==> src/include/ufts_pkg.sv <==
/*
 ufts_pkg: register map, field layout, timing constants and carrier types
 of the ultrasonic flight time sequencer.
 Assumes a 200 MHz system clock and a 4 MHz fast oscillator rate.
*/
package ufts_pkg;

	localparam int ADDR_W = 10;
	localparam int DATA_W = 32;

	//////////////////////////////////////////////////////////////////////
	// register indices, byte address is four times the index
	localparam logic [7:0] IDX_CLOCK_POWER = 8'hC5;
	localparam logic [7:0] IDX_RATE_GEN    = 8'hC6;
	localparam logic [7:0] IDX_PROCESS     = 8'hC8;
	localparam logic [7:0] IDX_FIRE_CMP    = 8'hC9;
	localparam logic [7:0] IDX_FLIGHT_HIT  = 8'hCA;
	localparam logic [7:0] IDX_AMPLITUDE   = 8'hCB;
	localparam logic [7:0] IDX_START_DELAY = 8'hCC;
	localparam logic [7:0] IDX_STATUS      = 8'hD0;
	localparam logic [7:0] IDX_TOF_UP      = 8'hD1;
	localparam logic [7:0] IDX_TOF_DOWN    = 8'hD2;
	localparam logic [DATA_W-1:0] CFG_RESET = 32'h0000_0000;

	//////////////////////////////////////////////////////////////////////
	// field layout
	localparam int SETTLE_LSB = 0, SETTLE_W = 2, MAINS_BIT = 2;
	localparam int CT_LSB = 0, CT_W = 13, PP_BIT = 13;
	localparam int TO_LSB = 0, TO_W = 3, DIR_LSB = 3, DIR_W = 2;
	localparam int PAUSE_LSB = 5, PAUSE_W = 3, MASK_LSB = 8, MASK_W = 8;
	localparam int FPN_LSB = 0, FPN_W = 7, DIV_LSB = 8, DIV_W = 4;
	localparam int FHL_LSB = 12, FHL_W = 8, FHL_SIGN_BIT = 20;
	localparam int HITN_LSB = 0, HITN_W = 5, IGN_LSB = 5, IGN_W = 2;
	localparam int SHMODE_BIT = 7, SHIDX_LSB = 8, SHIDX_W = 5;
	localparam int AMR_LSB = 0, AMR_W = 3, PDE_LSB = 3, PDE_W = 5;
	localparam int AMCR_LSB = 8, AMCR_W = 3, PWD_BIT = 11;
	localparam int DLY_LSB = 0, DLY_W = 16;
	localparam int ST_TIMEOUT_BIT = 0, ST_BUSY_BIT = 1, ST_DOWN_BIT = 2;
	localparam int ST_PWR_LSB = 8, ST_PWR_W = 8;
	localparam int ST_PEAK_LSB = 16, ST_PEAK_W = 16;

	//////////////////////////////////////////////////////////////////////
	// timing
	localparam int CLK_PERIOD_PS      = 5000;
	localparam int FAST_OSC_PERIOD_PS = 250000;
	localparam int FAST_OSC_CLKS      = FAST_OSC_PERIOD_PS / CLK_PERIOD_PS;
	localparam int MICRO_PS           = 1000000;
	localparam int US_CLKS            = MICRO_PS / CLK_PERIOD_PS;
	localparam logic [7:0] US_LAST    = 8'(US_CLKS - 1);
	localparam int CYCLE_BASE_PS      = 976562500;
	localparam int CYCLE_BASE_CLKS    = CYCLE_BASE_PS / CLK_PERIOD_PS;
	localparam int US_PER_S = 1000000, QUARTERS = 4;
	localparam int MAINS_50_HZ = 50, MAINS_60_HZ = 60;
	localparam int QUARTER_50_US = US_PER_S / (MAINS_50_HZ * QUARTERS);
	localparam int QUARTER_60_US = US_PER_S / (MAINS_60_HZ * QUARTERS);
	localparam int SETTLE_76_US = 76, SETTLE_610_US = 610;
	localparam int SETTLE_2441_US = 2441, SETTLE_5000_US = 5000;
	localparam int TIMEOUT_MIN_US = 128;
	localparam logic [TO_W-1:0] TIMEOUT_MAX_SEL = 3'h5;
	localparam logic [PAUSE_W-1:0] PAUSE_SINGLE = 3'h0;
	localparam logic [PAUSE_W-1:0] PAUSE_QUARTER = 3'h2;
	localparam int TIMER_W = 16;
	localparam int PWR_STEPS = 8;

	// cycles between scheduled events, indexed by the rate field
	localparam logic [6:0] RATE_N [0:7] = '{7'h00, 7'h01, 7'h02, 7'h05,
		7'h0A, 7'h14, 7'h32, 7'h64};

	typedef enum logic [2:0] {
		ST_IDLE,
		ST_SETTLE,
		ST_SHOT,
		ST_PAUSE,
		ST_AMP,
		ST_POST
	} ufts_state_t;

	typedef struct packed {
		logic              wr;
		logic              rd;
		logic [ADDR_W-1:0] addr;
		logic [DATA_W-1:0] wdata;
	} ufts_bus_req_t;

	typedef struct packed {
		logic             fire_up;
		logic             fire_down;
		logic             offset_en;
		logic             offset_sign;
		logic [FHL_W-1:0] offset_level;
	} ufts_front_t;

endpackage

==> src/design/ufts_rate_sched.sv <==
/*
 ufts_rate_sched: decides whether an event is due once every N steps,
 N taken from a 1-2-5 rate field, zero meaning never.
 Assumes step is a one-cycle pulse in the clk_sys domain.
*/
`timescale 1ns/1ps
module ufts_rate_sched (
	input  wire logic                     clk_sys,
	input  wire logic                     reset,
	input  wire logic [ufts_pkg::AMR_W-1:0] rate_sel,
	input  wire logic                     step,
	output logic                          due
);
	import ufts_pkg::*;

	logic [6:0] seen;
	wire  [6:0] period = RATE_N[rate_sel];

	// >= keeps the schedule sane when software lowers the rate mid-count
	assign due = period != 7'h00 && seen >= period - 7'h01;

	always_ff @(posedge clk_sys or posedge reset)
	begin
		if (reset)
			seen <= 7'h00;
		else if (step)
			seen <= due ? 7'h00 : seen + 7'h01;
	end

endmodule // ufts_rate_sched

==> src/design/ufts_sequencer.sv <==
/*
 ufts_sequencer: one ultrasonic time-of-flight measurement per cycle
 trigger: settle, fire bursts up and down, hit selection, pulse width
 ratio and peak amplitude, with a plain register port.
 Assumes cmp_in and amp_sample are synchronous to clk_sys.
*/
// Operation
// - cycle trigger runs flight measurement, then post-processing when enabled
// - measurement is an up and a down shot with the chosen pause, or a single shot
// - finished flight measurement triggers amplitude measurement when due
// - direction mode fixes first direction or swaps it each cycle
// - wait the chosen oscillator settling time, 76 us to 5 ms
// - end a shot after timeout of 128 to 4096 us
// - pause 0 single shot, 2 quarter period, 3..7 half to 2.5
// - each shot fires a burst of 1 to 128 pulses
// - fire rate is oscillator rate over divider plus one
// - first hit detected with offset added to comparator reference
// - offset removed after first hit, later hits at zero crossing
// - offset magnitude field with separate sign bit
// - 1 to 31 hits timed per shot
// - skip 0 to 3 waves between timed hits
// - first-wave mode: start hit is wave number 1..31 after first
// - delay mode: first hit after delay window from first fire
// - receive path closed until mask delay elapsed
// - pulse width enable: report first over start hit width ratio
// - amplitude measurement every N cycles, N from 1-2-5 list
// - peak detection stops at programmed wave, one value per measurement
// - amplitude calibration every N amplitude measurements
// - cycle time is field times 976.5625 us
`timescale 1ns/1ps
module ufts_sequencer #(
	parameter int CYCLE_BASE_CYCLES = ufts_pkg::CYCLE_BASE_CLKS,
	parameter int QUARTER_50        = ufts_pkg::QUARTER_50_US,
	parameter int QUARTER_60        = ufts_pkg::QUARTER_60_US,
	parameter int SETTLE_LONG       = ufts_pkg::SETTLE_5000_US
) (
	input  wire logic                   clk_sys,
	input  wire logic                   reset,
	input  wire ufts_pkg::ufts_bus_req_t bus_req,
	output logic [ufts_pkg::DATA_W-1:0] rdata,
	input  wire logic                   cmp_in,
	input  wire logic [15:0]            amp_sample,
	output ufts_pkg::ufts_front_t       front,
	output logic                        amp_trigger,
	output logic                        amp_cal_trigger,
	output logic                        fep_start,
	output logic                        busy
);
	import ufts_pkg::*;

	//////////////////////////////////////////////////////////////////////
	// register port
	logic [DATA_W-1:0] clock_power_config;
	logic [DATA_W-1:0] rate_generator_config;
	logic [DATA_W-1:0] ultrasonic_process_config;
	logic [DATA_W-1:0] fire_and_comparator_config;
	logic [DATA_W-1:0] flight_hit_config;
	logic [DATA_W-1:0] amplitude_config;
	logic [DATA_W-1:0] start_hit_delay;
	logic [DATA_W-1:0] tof_up;
	logic [DATA_W-1:0] tof_down;
	logic              timeout_flag;
	logic [ST_PWR_W-1:0]  width_ratio;
	logic [ST_PEAK_W-1:0] peak_result;
	logic              first_down;

	wire sel_cpc = bus_req.addr == {IDX_CLOCK_POWER, 2'h0};
	wire sel_rgc = bus_req.addr == {IDX_RATE_GEN, 2'h0};
	wire sel_upc = bus_req.addr == {IDX_PROCESS, 2'h0};
	wire sel_fcc = bus_req.addr == {IDX_FIRE_CMP, 2'h0};
	wire sel_fhc = bus_req.addr == {IDX_FLIGHT_HIT, 2'h0};
	wire sel_amc = bus_req.addr == {IDX_AMPLITUDE, 2'h0};
	wire sel_shd = bus_req.addr == {IDX_START_DELAY, 2'h0};
	wire sel_sts = bus_req.addr == {IDX_STATUS, 2'h0};
	wire sel_tup = bus_req.addr == {IDX_TOF_UP, 2'h0};
	wire sel_tdn = bus_req.addr == {IDX_TOF_DOWN, 2'h0};

	wire [DATA_W-1:0] status_word = {peak_result, width_ratio, 5'h00,
		first_down, busy, timeout_flag};

	wire [DATA_W-1:0] rd_word =
		sel_cpc ? clock_power_config :
		sel_rgc ? rate_generator_config :
		sel_upc ? ultrasonic_process_config :
		sel_fcc ? fire_and_comparator_config :
		sel_fhc ? flight_hit_config :
		sel_amc ? amplitude_config :
		sel_shd ? start_hit_delay :
		sel_sts ? status_word :
		sel_tup ? tof_up :
		sel_tdn ? tof_down : CFG_RESET;

	always_ff @(posedge clk_sys or posedge reset)
	begin
		if (reset)
		begin
			clock_power_config         <= CFG_RESET;
			rate_generator_config      <= CFG_RESET;
			ultrasonic_process_config  <= CFG_RESET;
			fire_and_comparator_config <= CFG_RESET;
			flight_hit_config          <= CFG_RESET;
			amplitude_config           <= CFG_RESET;
			start_hit_delay            <= CFG_RESET;
		end
		else if (bus_req.wr)
		begin
			if (sel_cpc)
				clock_power_config <= bus_req.wdata;
			if (sel_rgc)
				rate_generator_config <= bus_req.wdata;
			if (sel_upc)
				ultrasonic_process_config <= bus_req.wdata;
			if (sel_fcc)
				fire_and_comparator_config <= bus_req.wdata;
			if (sel_fhc)
				flight_hit_config <= bus_req.wdata;
			if (sel_amc)
				amplitude_config <= bus_req.wdata;
			if (sel_shd)
				start_hit_delay <= bus_req.wdata;
		end
	end

	// read data stand only in the cycle after the strobe
	always_ff @(posedge clk_sys or posedge reset)
	begin
		if (reset)
			rdata <= CFG_RESET;
		else
			rdata <= bus_req.rd ? rd_word : CFG_RESET;
	end

	//////////////////////////////////////////////////////////////////////
	// field decode
	wire [SETTLE_W-1:0] settle_sel = clock_power_config[SETTLE_LSB +: SETTLE_W];
	wire mains_60 = clock_power_config[MAINS_BIT];
	wire [CT_W-1:0] sequencer_cycle_time = rate_generator_config[CT_LSB +: CT_W];
	wire postprocess_enable = rate_generator_config[PP_BIT];
	wire [TO_W-1:0] shot_timeout = ultrasonic_process_config[TO_LSB +: TO_W];
	wire [DIR_W-1:0] direction_order_mode =
		ultrasonic_process_config[DIR_LSB +: DIR_W];
	wire [PAUSE_W-1:0] shot_pause = ultrasonic_process_config[PAUSE_LSB +: PAUSE_W];
	wire [MASK_W-1:0] receive_mask_delay =
		ultrasonic_process_config[MASK_LSB +: MASK_W];
	wire [FPN_W-1:0] fire_pulse_count = fire_and_comparator_config[FPN_LSB +: FPN_W];
	wire [DIV_W-1:0] fire_clock_divider =
		fire_and_comparator_config[DIV_LSB +: DIV_W];
	wire [FHL_W-1:0] first_hit_offset = fire_and_comparator_config[FHL_LSB +: FHL_W];
	wire first_hit_offset_sign = fire_and_comparator_config[FHL_SIGN_BIT];
	wire [HITN_W-1:0] timed_hit_count = flight_hit_config[HITN_LSB +: HITN_W];
	wire [IGN_W-1:0] skipped_wave_count = flight_hit_config[IGN_LSB +: IGN_W];
	wire start_hit_select_mode = flight_hit_config[SHMODE_BIT];
	wire [SHIDX_W-1:0] start_hit_index = flight_hit_config[SHIDX_LSB +: SHIDX_W];
	wire [AMR_W-1:0] amplitude_rate = amplitude_config[AMR_LSB +: AMR_W];
	wire [PDE_W-1:0] peak_detect_end_wave = amplitude_config[PDE_LSB +: PDE_W];
	wire [AMCR_W-1:0] amplitude_cal_rate = amplitude_config[AMCR_LSB +: AMCR_W];
	wire pulse_width_detect_enable = amplitude_config[PWD_BIT];
	wire [DLY_W-1:0] start_hit_delay_window = start_hit_delay[DLY_LSB +: DLY_W];

	//////////////////////////////////////////////////////////////////////
	// time bases and cycle trigger
	localparam logic [17:0] BASE_LAST = 18'(CYCLE_BASE_CYCLES - 1);

	ufts_state_t state;
	ufts_state_t next_state;
	logic [7:0]         us_cnt;
	logic [TIMER_W-1:0] timer_us;
	logic [17:0]        base_cnt;
	logic [CT_W-1:0]    ct_cnt;

	wire state_change = next_state != state;
	wire us_tick = us_cnt == US_LAST;
	wire base_tick = base_cnt == BASE_LAST;
	wire trigger_a = base_tick && sequencer_cycle_time != 13'h0000 &&
		ct_cnt >= sequencer_cycle_time - 13'h0001;
	wire seq_start = trigger_a && state == ST_IDLE;

	always_ff @(posedge clk_sys or posedge reset)
	begin
		if (reset)
		begin
			base_cnt <= 18'h00000;
			ct_cnt   <= 13'h0000;
		end
		else
		begin
			base_cnt <= base_tick ? 18'h00000 : base_cnt + 18'h00001;
			if (base_tick)
				ct_cnt <= trigger_a ? 13'h0000 : ct_cnt + 13'h0001;
		end
	end

	// one timer, restarted on every state change, serves all waits
	always_ff @(posedge clk_sys or posedge reset)
	begin
		if (reset)
		begin
			us_cnt   <= 8'h00;
			timer_us <= 16'h0000;
		end
		else if (state_change)
		begin
			us_cnt   <= 8'h00;
			timer_us <= 16'h0000;
		end
		else
		begin
			us_cnt <= us_tick ? 8'h00 : us_cnt + 8'h01;
			if (us_tick)
				timer_us <= timer_us + 16'h0001;
		end
	end

	//////////////////////////////////////////////////////////////////////
	// wait targets
	wire [TIMER_W-1:0] settle_us =
		settle_sel == 2'h0 ? 16'(SETTLE_76_US) :
		settle_sel == 2'h1 ? 16'(SETTLE_610_US) :
		settle_sel == 2'h2 ? 16'(SETTLE_2441_US) : 16'(SETTLE_LONG);
	wire [TO_W-1:0] to_sel = shot_timeout > TIMEOUT_MAX_SEL ?
		TIMEOUT_MAX_SEL : shot_timeout;
	wire [TIMER_W-1:0] timeout_us = 16'(TIMEOUT_MIN_US) << to_sel;
	wire [3:0] pause_q = shot_pause <= PAUSE_QUARTER ? 4'h1 :
		{shot_pause - PAUSE_QUARTER, 1'h0};
	wire [TIMER_W-1:0] quarter_us = mains_60 ? 16'(QUARTER_60) :
		16'(QUARTER_50);
	wire [TIMER_W-1:0] pause_us = 16'(pause_q * quarter_us);
	wire single_shot = shot_pause == PAUSE_SINGLE;

	//////////////////////////////////////////////////////////////////////
	// sequence
	logic second_shot;
	logic toggle_dir;
	logic am_due;
	logic first_seen;
	logic started;
	logic [SHIDX_W-1:0] wave_no;
	logic [IGN_W-1:0]   skip_left;
	logic [HITN_W-1:0]  timed;
	logic [DATA_W-1:0]  shot_clk;
	logic [DATA_W-1:0]  tof_sum;
	logic cmp_d;

	wire hits_done = started && timed >= timed_hit_count;
	wire timed_out = timer_us >= timeout_us;
	wire shot_end = state == ST_SHOT && (hits_done || timed_out);
	wire enter_shot = next_state == ST_SHOT && state != ST_SHOT;
	wire shot_down = first_down ^ second_shot;

	always_comb
	begin
		next_state = state;
		unique case (state)
			ST_IDLE:
				if (seq_start)
					next_state = ST_SETTLE;
			ST_SETTLE:
				if (timer_us >= settle_us)
					next_state = ST_SHOT;
			ST_SHOT:
				if (shot_end)
					next_state = (second_shot || single_shot) ?
						ST_AMP : ST_PAUSE;
			ST_PAUSE:
				if (timer_us >= pause_us)
					next_state = ST_SHOT;
			ST_AMP:
				next_state = ST_POST;
			ST_POST:
				next_state = ST_IDLE;
		endcase
	end

	always_ff @(posedge clk_sys or posedge reset)
	begin
		if (reset)
		begin
			state       <= ST_IDLE;
			second_shot <= 1'h0;
			toggle_dir  <= 1'h0;
			first_down  <= 1'h0;
		end
		else
		begin
			state <= next_state;
			if (seq_start)
			begin
				second_shot <= 1'h0;
				toggle_dir  <= ~toggle_dir;
				first_down  <= direction_order_mode[1] ? toggle_dir :
					direction_order_mode[0];
			end
			else if (state == ST_PAUSE && state_change)
				second_shot <= 1'h1;
		end
	end

	//////////////////////////////////////////////////////////////////////
	// fire burst generator
	logic [9:0] per_cnt;
	logic [7:0] pulses;

	wire [9:0] per_len = 10'(FAST_OSC_CLKS * (int'(fire_clock_divider) + 1));
	wire fire_on = state == ST_SHOT && pulses <= {1'h0, fire_pulse_count};
	wire fire_level = fire_on && per_cnt < {1'h0, per_len[9:1]};

	always_ff @(posedge clk_sys or posedge reset)
	begin
		if (reset)
		begin
			per_cnt <= 10'h000;
			pulses  <= 8'h00;
		end
		else if (enter_shot)
		begin
			per_cnt <= 10'h000;
			pulses  <= 8'h00;
		end
		else if (fire_on)
		begin
			per_cnt <= per_cnt == per_len - 10'h001 ? 10'h000 :
				per_cnt + 10'h001;
			if (per_cnt == per_len - 10'h001)
				pulses <= pulses + 8'h01;
		end
	end

	//////////////////////////////////////////////////////////////////////
	// hit selection
	wire rx_open = timer_us >= {8'h00, receive_mask_delay};
	wire hit = state == ST_SHOT && cmp_in && !cmp_d && rx_open;
	wire [SHIDX_W-1:0] this_wave = first_seen ? wave_no + 5'h01 : 5'h00;
	wire start_cond = start_hit_select_mode ?
		timer_us >= start_hit_delay_window :
		first_seen && this_wave == start_hit_index;
	wire take_start = hit && !started && start_cond;
	wire take_timed = hit && started && !hits_done && skip_left == 2'h0;

	always_ff @(posedge clk_sys or posedge reset)
	begin
		if (reset)
		begin
			cmp_d      <= 1'h0;
			first_seen <= 1'h0;
			started    <= 1'h0;
			wave_no    <= 5'h00;
			skip_left  <= 2'h0;
			timed      <= 5'h00;
			shot_clk   <= CFG_RESET;
			tof_sum    <= CFG_RESET;
		end
		else
		begin
			cmp_d <= cmp_in;
			if (enter_shot)
			begin
				first_seen <= 1'h0;
				started    <= 1'h0;
				wave_no    <= 5'h00;
				skip_left  <= 2'h0;
				timed      <= 5'h00;
				shot_clk   <= CFG_RESET;
				tof_sum    <= CFG_RESET;
			end
			else if (state == ST_SHOT)
			begin
				shot_clk <= shot_clk + 32'h0000_0001;
				if (hit)
				begin
					first_seen <= 1'h1;
					wave_no    <= this_wave;
				end
				if (take_start || take_timed)
				begin
					started   <= 1'h1;
					timed     <= timed + 5'h01;
					tof_sum   <= tof_sum + shot_clk;
					skip_left <= skipped_wave_count;
				end
				else if (hit && started && skip_left != 2'h0)
					skip_left <= skip_left - 2'h1;
			end
		end
	end

	//////////////////////////////////////////////////////////////////////
	// pulse widths and ratio
	logic [15:0] fh_w;
	logic [15:0] sh_w;
	logic        fh_arm;
	logic        sh_arm;
	logic [24:0] rem;
	logic [3:0]  div_left;
	logic [ST_PWR_W-1:0] quot;

	wire div_ge = rem >= {9'h000, sh_w};
	wire div_go = shot_end && started && pulse_width_detect_enable;

	always_ff @(posedge clk_sys or posedge reset)
	begin
		if (reset)
		begin
			fh_w   <= 16'h0000;
			sh_w   <= 16'h0000;
			fh_arm <= 1'h0;
			sh_arm <= 1'h0;
		end
		else if (enter_shot)
		begin
			fh_w   <= 16'h0000;
			sh_w   <= 16'h0000;
			fh_arm <= 1'h0;
			sh_arm <= 1'h0;
		end
		else
		begin
			fh_arm <= (hit && !first_seen) || (fh_arm && cmp_in);
			sh_arm <= take_start || (sh_arm && cmp_in);
			if (fh_arm && cmp_in)
				fh_w <= fh_w + 16'h0001;
			if (sh_arm && cmp_in)
				sh_w <= sh_w + 16'h0001;
		end
	end

	// restoring division, one bit a cycle; too large a ratio saturates
	always_ff @(posedge clk_sys or posedge reset)
	begin
		if (reset)
		begin
			rem         <= 25'h0000000;
			div_left    <= 4'h0;
			quot        <= 8'h00;
			width_ratio <= 8'h00;
		end
		else if (div_go)
		begin
			rem      <= {9'h000, fh_w};
			div_left <= 4'(PWR_STEPS);
		end
		else if (div_left != 4'h0)
		begin
			rem      <= (div_ge ? rem - {9'h000, sh_w} : rem) << 1;
			quot     <= {quot[ST_PWR_W-2:0], div_ge};
			div_left <= div_left - 4'h1;
			if (div_left == 4'h1)
				width_ratio <= {quot[ST_PWR_W-2:0], div_ge};
		end
	end

	//////////////////////////////////////////////////////////////////////
	// amplitude scheduling and peak
	logic        am_sched;
	logic        amc_sched;
	logic [15:0] peak;

	wire amp_step = state == ST_AMP && am_due;
	wire peak_on = am_due && peak_detect_end_wave != 5'h00 && first_seen &&
		wave_no < peak_detect_end_wave && state == ST_SHOT;

	ufts_rate_sched u_amplitude_rate (
		.clk_sys  (clk_sys),
		.reset    (reset),
		.rate_sel (amplitude_rate),
		.step     (seq_start),
		.due      (am_sched)
	);

	ufts_rate_sched u_amplitude_cal_rate (
		.clk_sys  (clk_sys),
		.reset    (reset),
		.rate_sel (amplitude_cal_rate),
		.step     (amp_step),
		.due      (amc_sched)
	);

	always_ff @(posedge clk_sys or posedge reset)
	begin
		if (reset)
		begin
			am_due      <= 1'h0;
			peak        <= 16'h0000;
			peak_result <= 16'h0000;
		end
		else
		begin
			if (seq_start)
			begin
				am_due <= am_sched;
				peak   <= 16'h0000;
			end
			else if (peak_on && amp_sample > peak)
				peak <= amp_sample;
			if (amp_step)
				peak_result <= peak;
		end
	end

	//////////////////////////////////////////////////////////////////////
	// results, flags and outputs
	wire clear_timeout = bus_req.wr && sel_sts &&
		bus_req.wdata[ST_TIMEOUT_BIT];
	wire set_timeout = shot_end && timed_out && !hits_done;

	always_ff @(posedge clk_sys or posedge reset)
	begin
		if (reset)
		begin
			tof_up       <= CFG_RESET;
			tof_down     <= CFG_RESET;
			timeout_flag <= 1'h0;
		end
		else
		begin
			if (shot_end && !shot_down)
				tof_up <= tof_sum;
			if (shot_end && shot_down)
				tof_down <= tof_sum;
			// a new timeout wins over a clear in the same cycle
			timeout_flag <= set_timeout || (timeout_flag && !clear_timeout);
		end
	end

	always_ff @(posedge clk_sys or posedge reset)
	begin
		if (reset)
		begin
			front           <= '0;
			amp_trigger     <= 1'h0;
			amp_cal_trigger <= 1'h0;
			fep_start       <= 1'h0;
			busy            <= 1'h0;
		end
		else
		begin
			front.fire_up      <= fire_level && !shot_down;
			front.fire_down    <= fire_level && shot_down;
			front.offset_en    <= enter_shot ? 1'h1 :
				(hit || state != ST_SHOT) ? 1'h0 : front.offset_en;
			front.offset_sign  <= first_hit_offset_sign;
			front.offset_level <= first_hit_offset;
			amp_trigger        <= amp_step;
			amp_cal_trigger    <= amp_step && amc_sched;
			fep_start <= state == ST_POST && postprocess_enable;
			busy               <= next_state != ST_IDLE;
		end
	end

endmodule // ufts_sequencer

==> config.mk <==
export PLATFORM = sky130hd
export DESIGN_NAME = ufts_sequencer
export DESIGN_NICKNAME = d
export VERILOG_FILES = /design/src/include/ufts_pkg.sv /design/src/design/ufts_rate_sched.sv /design/src/design/ufts_sequencer.sv
export SDC_FILE = /design/constraint.sdc
export NUM_CORES = 2
export LEC_CHECK = 0
export ABC_AREA = 0
export ABC_CLOCK_PERIOD_IN_PS = 22100
export BUFFER_PORTS_ARGS = -buffer_cell sky130_fd_sc_hd__buf_4
export CORE_MARGIN = 5
export CORE_UTILIZATION = 45
export DETAILED_ROUTE_END_ITERATION = 10
export SLEW_MARGIN = 20
export SYNTH_ARGS = -nofsm -noshare
export SYNTH_HDL_FRONTEND = slang
export SYNTH_SLANG_ARGS = --single-unit
==> constraint.sdc <==
create_clock -name clk_sys -period 22.1 [get_ports clk_sys]
set_clock_uncertainty 0.05 [all_clocks]
set_input_delay 1.105 -clock clk_sys [delete_from_list [all_inputs] [get_ports clk_sys]]
set_output_delay 1.105 -clock clk_sys [all_outputs]
set_load 0.01 [all_outputs]
==> summary by stage <==
Drt
The detail route stage leaves a number of antenna-violating nets equal to 0. The final routed DRC violation total is 0. Summing over every cut layer, the via total after detailed routing is around 26000. The via count normalized by instance count is roughly 5.9. In the final routed layout, each cell accounts on average for roughly 22 um. The detailed-routing iteration count for the pre-antenna-repair pass is 8.

The overall routed net length is about 95000 um. The number of violations reported at the end of detailed-routing iteration 0 is ~2100.

Layout
In the final design database the tool counted approximately 3600 nets. Counting the fill cells in the layout gives about 6600. The flip-flop and latch area is 0.01551 mm^2. The final standard cell count with taps included and fillers excluded is 4349. The multi-input combinational cells in the finished layout cover a total of 0.01740 mm^2. Cells with a size suffix above 1 make up a little under a fifth of the layout. The synthesis-to-layout area growth is 12.75%. Measured on the finished design, the core utilization comes to about 51%.

Timing
The final hold violation count is 0. The share of the cycle needed by the critical path after routing is 32.16%. The slew at the pin with the worst max-slew slack is between 1 and 1.5 ns. The final number of max-transition violations was 0.

The sum of negative setup slack is 0 ns. The relative max-transition margin is a little under a quarter. The final setup violation count is 0. Setup repair after global routing left no endpoint under its margin. The smallest clock period supported by the final layout is computed as approximately 7 ns. For this run, the top clock speed supported by timing is 0.1407 GHz.

Clock tree
The number of gates resized after CTS is 0. The number of hold buffers added after CTS was 0. Counting along the longest clock path gives a buffer depth of 3.

After clock tree synthesis, the clock-pin slew on the worst setup and hold paths is 0.06 ns. The root cell of the clock tree is clkbuf_16. The clock latency of the later-clocked register in the worst-skew pair is roughly 0.63 ns. The maximum level of the CTS H-tree is 3. The CTS tree is done. The number of setup buffers added after CTS is 0. CTS saw 620 sinks. The CTS buffer count is around 70.

GRT
Entering global routing, the biggest net connects roughly 180 pins. The via count of the first global-routing pass is roughly 26000. The global-route track usage on met3 is 4.712%. The sum of overflow across all layers after global routing is 0. The first global-routing pass estimated approximately 150000 um of wire. The global routing usage on met1 is 31.75%. The overall global routing resource usage is 23.09%.

The initial antenna violation count was 2. The busiest layer in global routing is met2. The met2 global-route usage is a little under two fifths.

Critical path
The element type at the critical path end is a flop. The critical path arrival is ~7.6 ns. The worst setup path is of the reg2reg kind. The slowest stage of the critical path is the buf_4 cell.

Together, buffers and inverters on the worst path number 1. The biggest cell delay along the critical path is around 0.60 ns. The critical path data required time is approximately 23 ns. STA classifies the critical path startpoint as a flop. Along the worst path, the maximum fanout reaches 60. The cell class contributing the biggest share of worst-path delay is compound AO/OA/AOI/OAI gates.

Synthesis
The number of synthesized register bits is 620. The synthesized design contains 0 enable-type register cells. The proportion of synthesized flip-flops having asynchronous set or reset is 100.0%.

During synthesis, Yosys emitted a total of 0 warnings. The share of synthesized area in the top cell type comes to a little under half. The most frequently used flop master after synthesis is dfrtp_1. The gate count of the mapped netlist is approximately 3300.

The synthesized netlist occupies a cell area of between 0.03 and 0.04 mm^2. After synthesis, the cell types taking the most area are dfrtp_1, mux2_2, ha_1. The netlist uses 70 different library cells. The most frequently used cell type in the post-synthesis netlist is dfrtp_1. The cell type with the highest aggregate area in the netlist is dfrtp_1. Sorting the synthesized cells by how often they occur yields dfrtp_1, mux2_2, ha_1, nand2_1, nor2_1.

The sequential-to-total area share from yosys stat is 45.74%. Each instance of the synthesized netlist takes up on average ~10 um^2.

Floorplanning
The height of the die is roughly 280 um. The floorplan die area is about 0.081 mm^2. The floorplan step defined a core boundary enclosing roughly 0.075 mm^2. From left edge to right edge, the die measures approximately 280 um. The floorplan has 100 rows. The effective utilization at floorplan is a little under half.

111 I/O pins were placed.

Flow run
The tool flagged a number of max-cap violations equal to 0.

Outcome
The flow ran to the end, and the final reports show no timing, DRC or antenna violations.

Pwr
Summed over all cells, the static leakage comes to between 0.015 and 0.02 uW. The worst-case IR drop observed on VDD is just over 0.06 mV. Power spread over the standard cell area amounts to 77.06 mW/mm^2.

Summing internal, switching and leakage power gives roughly 2900 uW.

Placement
In this run the tool buffered the top-level ports with 110 buffer cells. The total half-perimeter wirelength after legalization and detailed placement is between 60000 and 70000 um. The instance count after placement with tap cells included is around 4200. Routability-driven placement finished with a final weighted congestion of just over 0.9.

Worst hold path
The kind of path behind the tightest hold check is reg2reg.
-- worst register-to-register path, delay by kind of cell, from the launching register on --
| family | cells | cell delay [ns] |
|---|---|---|
| fa+ha+maj | 4 | 1.40 |
| flops | 1 | 0.45 |
| compound gates | 11 | 2.59 |
| simple gates | 8 | 1.66 |
| xor+xnor | 2 | 0.27 |
| buf+inv | 1 | 0.60 |
-- logic make-up (layout without fill, tap and decap cells) --
family | count (synthesis) | count (layout) | synth area share [%]
AOI/OAI and AO/OA | 672 | 672 | 13.08
xor gates and xnor gates | 192 | 192 | 4.957
adders and majority gates | 243 | 243 | 9.074
buffers and inverters | 288 | 414 | 3.220
DFF | 620 | 620 | 45.74
muxes | 349 | 349 | 11.46
other | 2 | 6 | 0.02214
and+or+nand+nor | 884 | 884 | 12.45
-- power breakdown --
part | internal (uW) | switching (uW)
combinational | 179 | 241
clock | 736 | 502
sequential | 1200 | 84.2
-- final timing paths --
path / endpoint / cells after the start / startpoint / slack (ns)
min reg2reg: front[7] / 0 / fire_and_comparator_config[19] / 0.35
min in group asynchronous: amp_trigger / 2 / reset / 0.63
min: front[7] / 0 / fire_and_comparator_config[19] / 0.35
max: tof_sum[31] / 26 / ultrasonic_process_config[7] / 14.99
max in group asynchronous: rdata[24] / 4 / reset / 19.03
max reg2reg: tof_sum[31] / 26 / ultrasonic_process_config[7] / 14.99
-- final cells by class --
class / instances / share of cell area (%)
multi-input combinational: 2345 / 45.49
sequential: 620 / 40.57
clock buffer: 91 / 5.182
tap: 969 / 3.170
timing repair buffer: 141 / 2.843
inverter: 148 / 1.472
clock inverter: 34 / 1.269
antenna: 1 / 0.006543
-- sequential cells by signal, summed over array words and instances (netlist names), 10 cells and up --
| name | count |
|---|---|
| amplitude_config | 32 |
| clock_power_config | 32 |
| fire_and_comparator_config | 32 |
| flight_hit_config | 32 |
| rate_generator_config | 32 |
| rdata | 32 |
| shot_clk | 32 |
| start_hit_delay | 32 |
| tof_down | 32 |
| tof_sum | 32 |
| tof_up | 32 |
| ultrasonic_process_config | 32 |
| rem | 25 |
| base_cnt | 18 |
| fh_w | 16 |
| peak | 16 |
| peak_result | 16 |
| sh_w | 16 |
| timer_us | 16 |
| ct_cnt | 13 |
| front | 12 |
| per_cnt | 10 |
-- metal layers --
metal | share of wire (%) | up-vias
met5 | 0.0073 | -
li1 | - | 11860
met4 | 2.3 | 2
met2 | 46 | 710
met1 | 45 | 12990
met3 | 6.2 | 142
-- layout by cell type (no fill, tap or decap), types with 53 or more instances in the layout --
cell | Yosys | final
a222oi_1 | 56 | 56
o21ai_0 | 149 | 149
nand3_1 | 131 | 130
nor2_1 | 225 | 221
buf_4 | 0 | 138
clkbuf_16 | 0 | 71
xnor2_1 | 100 | 100
dfrtp_1 | 620 | 620
nand2_1 | 234 | 232
mux2_2 | 315 | 315
ha_1 | 238 | 238
a21o_1 | 53 | 53
inv_1 | 148 | 147
a21oi_1 | 150 | 150
xor2_1 | 92 | 92
-- metrics by stage --
| stage | setup slack, ns | instance area [um^2] | hold slack [ns] |
|---|---|---|---|
| finish | 14.99 | 38250 | 0.3541 |
| global route | 14.40 | 38250 | 0.3620 |
| CTS | 15.06 | 38230 | 0.3490 |
| detailed placement | 15.11 | 35760 | 0.3335 |
| global placement | 15.25 | 35760 | 0.3367 |
| floorplan | 3.583 | 33930 | 0.3190 |
Power figures use the tool's default switching activity.
